$ cat config.mk
export PLATFORM = sky130hd
export DESIGN_NAME = ucfg_uart_cfg
export DESIGN_NICKNAME = d
export VERILOG_FILES = /design/src/logic/ucfg_pkg.sv /design/src/logic/ucfg_uart_cfg.sv /design/src/logic/ucfg_baud_gen.sv /design/src/logic/ucfg_flow_match.sv
export SDC_FILE = /design/constraint.sdc
export NUM_CORES = 1
export LEC_CHECK = 0
export BUFFER_PORTS_ARGS = -buffer_cell sky130_fd_sc_hd__buf_2
export CORE_MARGIN = 4
export CORE_UTILIZATION = 25
export DETAILED_ROUTE_END_ITERATION = 10
export GPL_TIMING_DRIVEN = 0
export PLACE_DENSITY = 0.51
export SLEW_MARGIN = 10
export SYNTH_ARGS = -nofsm -noshare
export SYNTH_HDL_FRONTEND = slang
export SYNTH_SLANG_ARGS = --single-unit
$ cat constraint.sdc
create_clock -name core_clk -period 4.85 [get_ports core_clk]
set_input_delay 0.97 -clock core_clk [delete_from_list [all_inputs] [get_ports core_clk]]
set_output_delay 0.97 -clock core_clk [all_outputs]
set_load 0.02 [all_outputs]
$ cat src/logic/ucfg_pkg.sv
// Shared constants for the UART configuration block: register map,
// reset values, field positions and baud timing figures.
// Assumes a single 40 MHz core clock and an 8-bit register port.
package ucfg_pkg;

   ////////////////////////////////////////////////////////////////////////
   // Register offsets
   localparam logic [15:0] ADDR_DIV_LOW   = 16'hFFA7;
   localparam logic [15:0] ADDR_DIV_HIGH  = 16'hFFA8;
   localparam logic [15:0] ADDR_RESUME    = 16'hFFA9;
   localparam logic [15:0] ADDR_PAUSE     = 16'hFFAA;
   localparam logic [15:0] ADDR_IRQ_MASK  = 16'hFFAB;
   localparam logic [15:0] ADDR_IRQ_STAT  = 16'hFFAC;
   localparam logic [15:0] ADDR_FLOW_EN   = 16'hFFAD;
   localparam logic [15:0] ADDR_FLOW_CTRL = 16'hFFAE;

   ////////////////////////////////////////////////////////////////////////
   // Reset values
   localparam logic [7:0] RST_DIV_LOW  = 8'h08;
   localparam logic [7:0] RST_DIV_HIGH = 8'h00;
   localparam logic [7:0] RST_RESUME   = 8'h00;
   localparam logic [7:0] RST_PAUSE    = 8'h00;
   localparam logic [7:0] RST_MASK     = 8'h00;
   localparam logic [7:0] RST_STAT     = 8'h00;
   localparam logic [7:0] RST_FLOW_EN  = 8'h00;

   ////////////////////////////////////////////////////////////////////////
   // Interrupt field positions, shared by status and enable vectors, and the flow control halt bit
   localparam int BIT_MODEM   = 0;
   localparam int BIT_LINE    = 1;
   localparam int BIT_TXRX    = 2;
   localparam int BIT_RESUME  = 3;
   localparam int BIT_PAUSE   = 4;
   localparam int BIT_HALT    = 0;
   localparam logic [7:0] MASK_RW_BITS = 8'h07;
   localparam logic [7:0] FLOW_EN_BITS = 8'h18;
   localparam logic [7:0] STAT_BITS    = 8'h1F;

   ////////////////////////////////////////////////////////////////////////
   // Baud timing
   localparam int MASTER_CLK_HZ = 96_000_000;
   localparam int PRE_DIV_X2    = 13;
   localparam int CORE_CLK_HZ   = 40_000_000;
   localparam int OVERSAMPLE    = 16;
   // Reference tick rate = core * STEP / MOD = master / 6.5
   localparam logic [31:0] REF_STEP = 32'(MASTER_CLK_HZ * 2);
   localparam logic [31:0] REF_MOD  = 32'(PRE_DIV_X2 * CORE_CLK_HZ);

endpackage

$ cat src/logic/ucfg_uart_cfg.sv
// UART configuration block: divisor, flow characters, interrupt mask,
// sticky interrupt status and receive halt.
// Assumes a 40 MHz core clock and a register port that never waits.
//
// What this block does
// - Divisor low byte is read/write and resets to 08h.
// - Divisor high byte is read/write and resets to 00h.
// - Baud reference is the 96 MHz master divided by 6.5.
// - Bit rate is reference divided by divisor times sixteen.
// - Any divisor, including those slower than 1200 bps, is accepted.
// - Resume character match interrupts when its enable is set.
// - Resume character is the byte sent as a resume symbol.
// - Pause character match halts receive DMA and may interrupt.
// - Pause character is the byte sent as a pause symbol.
// - Resume character register is 8-bit read/write, reset zero.
// - Pause character register is 8-bit read/write, reset zero.
// - Mask bit 0 enables modem-line-change interrupt, resets 0.
// - Mask bit 1 enables line-status interrupt, resets 0.
// - Mask bit 2 enables transmitter-empty and receiver-full, resets 0.
// - Mask bits 7 to 3 are read-only zero.
//
// Local design decision: strobed register access.
module ucfg_uart_cfg
   import ucfg_pkg::*;
(
   // Clock and reset
   input  wire logic        core_clk,
   input  wire logic        rst_b,
   // Register port
   input  wire logic [15:0] reg_addr,
   input  wire logic [7:0]  reg_wdata,
   input  wire logic        reg_wr,
   input  wire logic        reg_rd,
   output logic      [7:0]  reg_rdata,
   // Received character stream
   input  wire logic        rx_valid,
   input  wire logic [7:0]  rx_data,
   // Flow symbol requests and transmit byte
   input  wire logic        send_resume,
   input  wire logic        send_pause,
   output logic             tx_flow_valid,
   output logic      [7:0]  tx_flow_byte,
   // UART event inputs
   input  wire logic        modem_change,
   input  wire logic        line_status_event,
   input  wire logic        transmitter_empty,
   input  wire logic        receiver_full,
   // Baud ticks
   output logic             os_tick,
   output logic             bit_tick,
   // Receive DMA halt and interrupt
   output logic             rx_dma_halt,
   output logic             irq
);

   ////////////////////////////////////////////////////////////////////////
   // Register storage
   logic [7:0] baud_divisor_low;
   logic [7:0] divisor_high_byte;
   logic [7:0] resume_char;
   logic [7:0] pause_char;
   logic [7:0] uart_irq_mask;
   logic [7:0] irq_status;
   logic [7:0] flow_irq_enable;
   logic       div_restart;
   logic       resume_hit;
   logic       pause_hit;

   ////////////////////////////////////////////////////////////////////////
   // Address decode
   wire sel_div_low   = reg_addr == ADDR_DIV_LOW;
   wire sel_div_high  = reg_addr == ADDR_DIV_HIGH;
   wire sel_resume    = reg_addr == ADDR_RESUME;
   wire sel_pause     = reg_addr == ADDR_PAUSE;
   wire sel_mask      = reg_addr == ADDR_IRQ_MASK;
   wire sel_stat      = reg_addr == ADDR_IRQ_STAT;
   wire sel_flow_en   = reg_addr == ADDR_FLOW_EN;
   wire sel_flow_ctrl = reg_addr == ADDR_FLOW_CTRL;

   wire wr_div_low    = reg_wr && sel_div_low;
   wire wr_div_high   = reg_wr && sel_div_high;
   wire wr_resume     = reg_wr && sel_resume;
   wire wr_pause      = reg_wr && sel_pause;
   wire wr_mask       = reg_wr && sel_mask;
   wire wr_stat       = reg_wr && sel_stat;
   wire wr_flow_en    = reg_wr && sel_flow_en;
   wire wr_flow_ctrl  = reg_wr && sel_flow_ctrl;

   ////////////////////////////////////////////////////////////////////////
   // Divisor registers
   // No range limit on divisor
   wire [15:0] divisor = {divisor_high_byte, baud_divisor_low};

   always_ff @(posedge core_clk or negedge rst_b) begin
      if (!rst_b)
         baud_divisor_low <= RST_DIV_LOW;
      else if (wr_div_low)
         baud_divisor_low <= reg_wdata;
   end

   always_ff @(posedge core_clk or negedge rst_b) begin
      if (!rst_b)
         divisor_high_byte <= RST_DIV_HIGH;
      else if (wr_div_high)
         divisor_high_byte <= reg_wdata;
   end

   // Restart counters so a new rate takes effect cleanly
   always_ff @(posedge core_clk or negedge rst_b) begin
      if (!rst_b)
         div_restart <= 1'b0;
      else
         div_restart <= wr_div_low || wr_div_high;
   end

   ////////////////////////////////////////////////////////////////////////
   // Flow characters
   // Resume character storage
   always_ff @(posedge core_clk or negedge rst_b) begin
      if (!rst_b)
         resume_char <= RST_RESUME;
      else if (wr_resume)
         resume_char <= reg_wdata;
   end

   always_ff @(posedge core_clk or negedge rst_b) begin
      if (!rst_b)
         pause_char <= RST_PAUSE;
      else if (wr_pause)
         pause_char <= reg_wdata;
   end

   ////////////////////////////////////////////////////////////////////////
   // Interrupt mask and flow enables
   // Modem, line-status and transmitter/receiver enable bits
   always_ff @(posedge core_clk or negedge rst_b) begin
      if (!rst_b)
         uart_irq_mask <= RST_MASK;
      else if (wr_mask)
         uart_irq_mask <= reg_wdata & MASK_RW_BITS;
   end

   always_ff @(posedge core_clk or negedge rst_b) begin
      if (!rst_b)
         flow_irq_enable <= RST_FLOW_EN;
      else if (wr_flow_en)
         flow_irq_enable <= reg_wdata & FLOW_EN_BITS;
   end

   wire [7:0] irq_enable = uart_irq_mask | flow_irq_enable;

   ////////////////////////////////////////////////////////////////////////
   // Sticky status; a set in the clearing cycle survives
   logic [7:0] stat_set;
   always_comb begin
      stat_set              = 8'h00;
      stat_set[BIT_MODEM]   = modem_change;
      stat_set[BIT_LINE]    = line_status_event;
      stat_set[BIT_TXRX]    = transmitter_empty || receiver_full;
      stat_set[BIT_RESUME]  = resume_hit;
      stat_set[BIT_PAUSE]   = pause_hit;
   end

   wire [7:0] stat_clr        = wr_stat ? reg_wdata : 8'h00;
   wire [7:0] next_irq_status = ((irq_status & ~stat_clr) | stat_set) & STAT_BITS;

   always_ff @(posedge core_clk or negedge rst_b) begin
      if (!rst_b)
         irq_status <= RST_STAT;
      else
         irq_status <= next_irq_status;
   end

   always_ff @(posedge core_clk or negedge rst_b) begin
      if (!rst_b)
         irq <= 1'b0;
      else
         irq <= |(next_irq_status & irq_enable);
   end

   ////////////////////////////////////////////////////////////////////////
   // Receive halt; a new pause beats a release in the same cycle
   wire halt_release = resume_hit || (wr_flow_ctrl && reg_wdata[BIT_HALT]);

   always_ff @(posedge core_clk or negedge rst_b) begin
      if (!rst_b)
         rx_dma_halt <= 1'b0;
      else if (pause_hit)
         rx_dma_halt <= 1'b1;
      else if (halt_release)
         rx_dma_halt <= 1'b0;
   end

   ////////////////////////////////////////////////////////////////////////
   // Flow symbol transmit; pause wins since stopping the peer is urgent
   wire       flow_req       = send_pause || send_resume;
   wire [7:0] next_flow_byte = send_pause ? pause_char : resume_char;

   always_ff @(posedge core_clk or negedge rst_b) begin
      if (!rst_b) begin
         tx_flow_valid <= 1'b0;
         tx_flow_byte  <= 8'h00;
      end else begin
         tx_flow_valid <= flow_req;
         if (flow_req)
            tx_flow_byte <= next_flow_byte;
      end
   end

   ////////////////////////////////////////////////////////////////////////
   // Read mux; unmapped offsets read zero
   logic [7:0] rd_mux;
   always_comb begin
      rd_mux = 8'h00;
      case (1'b1)
         sel_div_low:   rd_mux = baud_divisor_low;
         sel_div_high:  rd_mux = divisor_high_byte;
         sel_resume:    rd_mux = resume_char;
         sel_pause:     rd_mux = pause_char;
         sel_mask:      rd_mux = uart_irq_mask;
         sel_stat:      rd_mux = irq_status;
         sel_flow_en:   rd_mux = flow_irq_enable;
         sel_flow_ctrl: rd_mux = {7'h00, rx_dma_halt};
         default:       rd_mux = 8'h00;
      endcase
   end

   // Data holds only in the cycle after the read strobe
   always_ff @(posedge core_clk or negedge rst_b) begin
      if (!rst_b)
         reg_rdata <= 8'h00;
      else
         reg_rdata <= reg_rd ? rd_mux : 8'h00;
   end

   ////////////////////////////////////////////////////////////////////////
   // Submodules
   // Oversampling tick source
   ucfg_baud_gen #(
      .OSR      (OVERSAMPLE)
   ) u_baud (
      .core_clk (core_clk),
      .rst_b    (rst_b),
      .divisor  (divisor),
      .restart  (div_restart),
      .ref_tick (),
      .os_tick  (os_tick),
      .bit_tick (bit_tick)
   );

   ucfg_flow_match u_match (
      .core_clk    (core_clk),
      .rst_b       (rst_b),
      .rx_valid    (rx_valid),
      .rx_data     (rx_data),
      .resume_char (resume_char),
      .pause_char  (pause_char),
      .resume_hit  (resume_hit),
      .pause_hit   (pause_hit)
   );

endmodule // ucfg_uart_cfg

$ cat src/logic/ucfg_baud_gen.sv
// Baud generator: fractional reference tick, divisor counter and
// oversampling counter. Assumes restart is a one-cycle pulse.
module ucfg_baud_gen
   import ucfg_pkg::*;
#(
   parameter int OSR = OVERSAMPLE
) (
   // Clock and reset
   input  wire logic        core_clk,
   input  wire logic        rst_b,
   // Control
   input  wire logic [15:0] divisor,
   input  wire logic        restart,
   // Ticks
   output logic             ref_tick,
   output logic             os_tick,
   output logic             bit_tick
);
   localparam int OW = $clog2(OSR);

   logic [31:0]   acc;
   logic [15:0]   div_cnt;
   logic [OW-1:0] os_cnt;

   ////////////////////////////////////////////////////////////////////////
   wire  [31:0] acc_sum  = acc + REF_STEP;
   wire         acc_wrap = acc_sum >= REF_MOD;
   wire  [31:0] next_acc = acc_wrap ? acc_sum - REF_MOD : acc_sum;
   // Divisor zero gives no ticks rather than a runaway rate
   wire         div_end  = (divisor != 16'h0000) &&
                           ({1'b0, div_cnt} + 17'h00001 >= {1'b0, divisor});
   wire         os_end   = os_cnt == OW'(OSR - 1);

   always_ff @(posedge core_clk or negedge rst_b) begin
      if (!rst_b) begin
         acc      <= 32'h0;
         ref_tick <= 1'b0;
      end else begin
         acc      <= next_acc;
         ref_tick <= acc_wrap;
      end
   end

   always_ff @(posedge core_clk or negedge rst_b) begin
      if (!rst_b) begin
         div_cnt <= 16'h0000;
         os_tick <= 1'b0;
      end else if (restart) begin
         div_cnt <= 16'h0000;
         os_tick <= 1'b0;
      end else begin
         os_tick <= ref_tick && div_end;
         if (ref_tick)
            div_cnt <= div_end ? 16'h0000 : div_cnt + 16'h0001;
      end
   end

   always_ff @(posedge core_clk or negedge rst_b) begin
      if (!rst_b) begin
         os_cnt   <= '0;
         bit_tick <= 1'b0;
      end else if (restart) begin
         os_cnt   <= '0;
         bit_tick <= 1'b0;
      end else begin
         bit_tick <= os_tick && os_end;
         if (os_tick)
            os_cnt <= os_end ? '0 : os_cnt + OW'(1);
      end
   end

endmodule // ucfg_baud_gen

$ cat src/logic/ucfg_flow_match.sv
// Compares each received character with the resume and pause
// characters. Assumes rx_valid marks one character per cycle.
module ucfg_flow_match (
   // Clock and reset
   input  wire logic       core_clk,
   input  wire logic       rst_b,
   // Received stream
   input  wire logic       rx_valid,
   input  wire logic [7:0] rx_data,
   // Programmed characters
   input  wire logic [7:0] resume_char,
   input  wire logic [7:0] pause_char,
   // Match pulses
   output logic            resume_hit,
   output logic            pause_hit
);
   wire is_resume = rx_valid && (rx_data == resume_char);
   wire is_pause  = rx_valid && (rx_data == pause_char);

   always_ff @(posedge core_clk or negedge rst_b) begin
      if (!rst_b) begin
         resume_hit <= 1'b0;
         pause_hit  <= 1'b0;
      end else begin
         resume_hit <= is_resume;
         pause_hit  <= is_pause;
      end
   end

endmodule // ucfg_flow_match

# Word-level counts from Yosys, hierarchy flattened
# Index checks and enable logic that the tools add are counted.
# classes
n_eq_ne,11
n_lt_le_gt_ge,2
bitwise,5
n_reduce_logical,23
muxes,22
add_sub_neg,5
# ops
op,n
"16-bit equality test, second input constant",8
8-bit 2-to-1 mux,8
16-bit 2-to-1 mux,3
"32-bit by 28-bit adder with 32-bit output, second input constant",1
"32-bit by 29-bit greater-or-equal comparator with 1-bit output, second input constant",1
32-bit 2-to-1 mux,1
"32-bit by 29-bit subtractor with 32-bit output, second input constant",1
"16-bit by 1-bit adder with 17-bit output, second input constant",1
17-bit by 16-bit greater-or-equal comparator with 1-bit output,1
"16-bit by 1-bit adder with 16-bit output, second input constant",1
8-bit equality test,2
16-bit nonzero test,1
1-bit logical AND,14
4-bit 2-to-1 mux,3
5-bit bitwise AND,2
5-bit 2-to-1 mux,2
8-bit OR reduction,1
2-bit nonzero test,3
1-bit 2-to-1 mux,5
5-bit inverter,1
3-bit by 5-bit OR with 5-bit output,1
5-bit OR,1
"4-bit by 1-bit adder with 4-bit output, second input constant",1
"4-bit equality test, second input constant",1
1-bit logical OR,4
# totals
reg_bits,119

# Depth between registers and ports, before layout
# logic_depth
word_depth,10
mapped_depth,18
mapped_depth_nobuf,16

# By module
# Synthesis repeated with hierarchy kept, for this count alone.
# hier_totals
cells_unflattened,676
hier_area_um2,6776.5
# modules_own_cells
mod,cells_per_inst,n_inst,seq_area_each_um2,area_each_um2
ucfg_baud_gen,414,1,1151.1,3597.2
ucfg_uart_cfg,236,1,1552.7,2939.1
ucfg_flow_match,26,1,50.0,240.2

# Worst setup path before layout
# No wires, ideal clock.
# synth_timing
path_kind,register to register
start,register u_baud.div_cnt[0]
end,register u_baud.div_cnt[9]
path_slack_ns,1.180
path_stages_with_launch,16
path_buffers,2
arrival_time_ns,3.588
setup_ns,0.082
synth_period_minus_slack_ns,3.670
path_cell_list,dfrtp_1 > ha_1 > nand2_1 > nor3_1 > nand3_1 > and2_1 > or2_2 > ha_1 > a21o_1 > a21o_1 > a221oi_1 > o21a_1 > clkbuf_1 > clkbuf_1 > a21oi_1 > a31oi_1
# synth_between
elab_chain_cells,6
# synth_lines
element,line_no,rtl
"start, declared",ucfg_baud_gen.sv:22,logic [15:0] div_cnt;
"start signal, assigned",ucfg_baud_gen.sv:54,div_cnt <= div_end ? 16'h0000 : div_cnt + 16'h0001;
16-bit by 1-bit adder with 17-bit output,ucfg_baud_gen.sv:31,"({1'b0, div_cnt} + 17'h00001 >= {1'b0, divisor});"
17-bit by 16-bit greater-or-equal comparator with 1-bit output,ucfg_baud_gen.sv:31,
1-bit logical AND,ucfg_baud_gen.sv:30,wire div_end = (divisor != 16'h0000) &&
16-bit 2-to-1 mux *,ucfg_baud_gen.sv:54,
16-bit 2-to-1 mux *,ucfg_baud_gen.sv:53,if (ref_tick)
16-bit 2-to-1 mux *,ucfg_baud_gen.sv:48,end else if (restart) begin
# Mark *: on every way between the ends. The rest lies on a longest branch, timed or not. The select of a mux whose other input is x is not followed.
# A chain may end at the register's enable or synchronous reset.

# Final worst setup path
# layout_timing
start,register u_baud.div_cnt[2]
end,register u_baud.div_cnt[13]
# The elaborated chain is that of the path after synthesis.

==> summary.md <==
| Metric | Value |
|---|---|
| Syn. warnings | 0 |
| Crit path largest cell delay | 0.42 ns |
| # fillers | 2,624 |
| Vias | 4,830 |
| Hold buffer count at cts | 0 |
| Total congestion overflow | 0 |
| CORE AREA | 24,530 sq um |
| Number of remaining DRC errors | 0 |
| Area contributors post-synth | dfrtp_1 (43%), mux2_2 (5.9%), xnor2_1 (5.0%) |
| Crit path top cell by count | a21o_1 |
| Slowest-stage cell, CP | dfrtp_1 |
| Row Count | 57 |
| Sum Neg Setup Slack | 0 ns |
| RSZ-0062 raised after global routing | no |
| WS Path Type | flop to flop |
| Worst slew pin tran | between 0.9 and 1 ns |
| Final Wtd Congestion | 0.8018 |
| Multi-input gate area | 3381 sq um |
| Number of global-route vias before repair | slightly below 5,000 |
| Post-synth EDFFs | 0 |
| Max Slew Vio Count | 0 |
| First-pass GRT wire length | about 26,000 microns |
| Clock network fraction of total power | 43.0% |
| DP Area | 7033 sq um |
| First-iteration detailed-routing DRC count | 216 |
| Inserted Diodes | 0 |
| Syn_nets | 691 |
| Synthesized area per cell | 10.05 sq um |
| Worst vdd ir | 0.1735 mV |
| Antenna violations before repair | 0 |
| Die area | between 20,000 and 30,000 sq um |
| Synth Cell Area | 6294 sq um |
| Fin crit period | 4.209 ns |
| Routed wire per std cell | 15.15 microns |
| Primary FF master, synth | dfrtp_1 |
| FMAX | 237.6 MHz |
| Seq/Total Area, Yosys | 43.76% |
| Most common cell in the netlist | dfrtp_1 |
| Hold WC Path Type | flop to flop |
| Post-synth top cells | dfrtp_1 (109), nand2_1 (69), xnor2_1 (36), o21ai_0 (35) |
| Clk buf depth | 2 |
| Power per cell area | between 200 and 250 nW/um^2 |
| Clock transition at the registers of the reported paths | 0.08 ns |
| Async SR Flop Fraction | 100.0% |
| Setup violators final | 0 |
| Int Power | ~1300 uW |
| Sequential share of power | 52.1% |
| Crit path cell chain | nand3_1, nor2_1, and3_1, and3_1, nand3_1, xnor2_1, ha_1, a21o_1, a21o_1, a21o_1, a221oi_1, o21a_1, clkbuf_1, clkbuf_2, nand2_1, a31oi_1 |
| Root Buffer | clkbuf_16 |
| TritonCTS clock tree | yes |
| Worst-Skew Late Latency | roughly 0.35 ns |
| Horiz. Die Dim | 166.7 microns |
| H-Tree Depth | 3 |
| Slew HR | 38.50% |
| HPWL after detailed placement | 11,550 microns |
| Sw Ratio | 24.22% |
| Startpoint types | flop |
| Port Buffers | 60 |
| TritonRoute pass-1 iters | 4 |
| Combinational share of power | 4.9% |
| Period utilisation layout | between 80 and 90% |
| Worst path required time | 5.12 ns |
| Vias/cell | 4.703 |
| Final wirelength | 15,550 microns |
| Yosys reg bits | 110 |
| Largest net degree at the start of global routing | 74 |
| Leak | 0.003315 uW |
| CTS buffer count | 9 |
| Crit path capture type | flop |
| GRT Util Overall | 11.44% |
| Cells after Synth | 626 |
| Fin area | 7342 sq um |
| Outcome | finished clean |
| CP arrival | about 4.5 ns |
| NetSw | 428.9 uW |
| Final net count | 763 |
| Sink Count | 110 |
| Die Y | 166.7 microns |
| Fin Clk Skew | approximately 0.011 ns |
| P&R area growth vs syn | 16.66% |
| Max_cap viols | 0 |
| # IOs | 64 |
| Initial Util | between 20% and 30% |
| Critical Path Fanout Max | 10 |
| Share of layout cells above drive strength 1 | between 10% and 20% |
| Post-route ant nets | 0 |
| Post-synth cell types | 69 |
| Yosys top cell area share | between 40% and 50% |
| Fin util | 29.93% |
| Final hold violations | 0 |
| FF/Latch Area | 2754 sq um |
| Leading area contributor after synthesis | dfrtp_1 |
## metrics by stage
step	total power [uW]	cells	setup WS [ns]	hold slack (ns)
6_report	1771	1027	0.6412	0.4843
2_1_floorplan	972.2	626	1.180	0.4434
3_5_place_dp	1030	1011	0.3458	0.4777
3_3_place_gp	1026	1010	0.3510	0.4662
5_1_grt	1849	1027	0.1819	0.5030
4_1_cts	1806	1027	0.3205	0.4923
## routing by layer
layer	GRT usage (%)	vias up	part of all wire, %
li1	-	2389	-
met1	15.84	2363	49
met2	18.69	66	47
met3	2.133	12	3.0
met4	2.633	0	1.2
met5	0	-	0
## power groups by stage
stage	registers (uW)	logic (uW)	clock network, uW
floorplan	942	30.0	0
global placement	941	85.3	0
detailed placement	941	89.7	0
CTS	923	89.8	794
global route	923	98.3	827
finish	923	86.7	761
## final timing paths
path	cells past startpoint	slack, ns	from	end
max	16	0.64	u_baud.div_cnt[2]	u_baud.div_cnt[13]
max reg2reg	16	0.64	u_baud.div_cnt[2]	u_baud.div_cnt[13]
min	1	0.48	u_match.pause_hit	rx_dma_halt
max in group asynchronous	2	3.58	rst_b	baud_divisor_low[3]
min reg2reg	1	0.48	u_match.pause_hit	rx_dma_halt
min in group asynchronous	1	0.52	rst_b	u_baud.acc[29]
## cell families after synthesis
logic type	share of synthesized area [%]
AND/OR/NAND/NOR	17.16
AO/OA/AOI/OAI	14.31
flip-flops	43.76
XOR/XNOR	8.628
buffers and inverters	2.604
multiplexers	9.165
adder cells (fa/ha/maj)	4.374
## cells in the final DEF (no fill, tap or decap), drive strengths merged, types with 7 or more instances in the layout
| master | n |
|---|---|
| or2 | 7 |
| nor2 | 34 |
| xor2 | 26 |
| xnor2 | 36 |
| clkbuf | 26 |
| mux2 | 33 |
| and2 | 8 |
| nand3 | 17 |
| a21o | 12 |
| nor4 | 7 |
| inv | 27 |
| o21ai | 36 |
| buf | 64 |
| or3 | 7 |
| nor3 | 8 |
| nand2b | 7 |
| ha | 22 |
| a22oi | 9 |
| nor2b | 15 |
| dfrtp | 109 |
| nand4 | 16 |
| nand2 | 69 |
| a21oi | 21 |
| mux2i | 16 |
| a31oi | 8 |
## worst max-delay path, delay by kind of cell, from the launching register on
family                   cells  cell delay (ns)
AO/OA/AOI/OAI                6             1.29
XOR/XNOR                     1             0.24
adder cells (fa/ha/maj)      1             0.29
buffers and inverters        2             0.70
flip-flops                   1             0.42
AND/OR/NAND/NOR              6             1.17
## cell type report
cell class / count / share of cell area (%)
Buffer: 18 / 0.9714
Clock buffer: 11 / 3.442
Clock inverter: 5 / 0.6817
Inverter: 25 / 1.278
Multi-Input combinational cell: 473 / 46.05
Sequential cell: 110 / 37.51
Tap cell: 324 / 5.521
Timing Repair Buffer: 61 / 4.550
## state kept, by name (all words and copies together) (netlist names), 2 cells and up
signal             cells
uart_irq_mask          3
pause_char             8
divisor_high_byte      8
irq_status             5
baud_divisor_low       8
reg_rdata              8
u_baud.div_cnt        16
flow_irq_enable        2
u_baud.os_cnt          4
resume_char            8
u_baud.acc            23
tx_flow_byte           8
## repair_timing
| item | CTS | global route |
|---|---|---|
| gates resized for setup | 0 | 3 |
| buffers inserted | 0 | 0 |
| setup endpoints to repair | 0 | 10 |
Power figures use the tool's default switching activity.
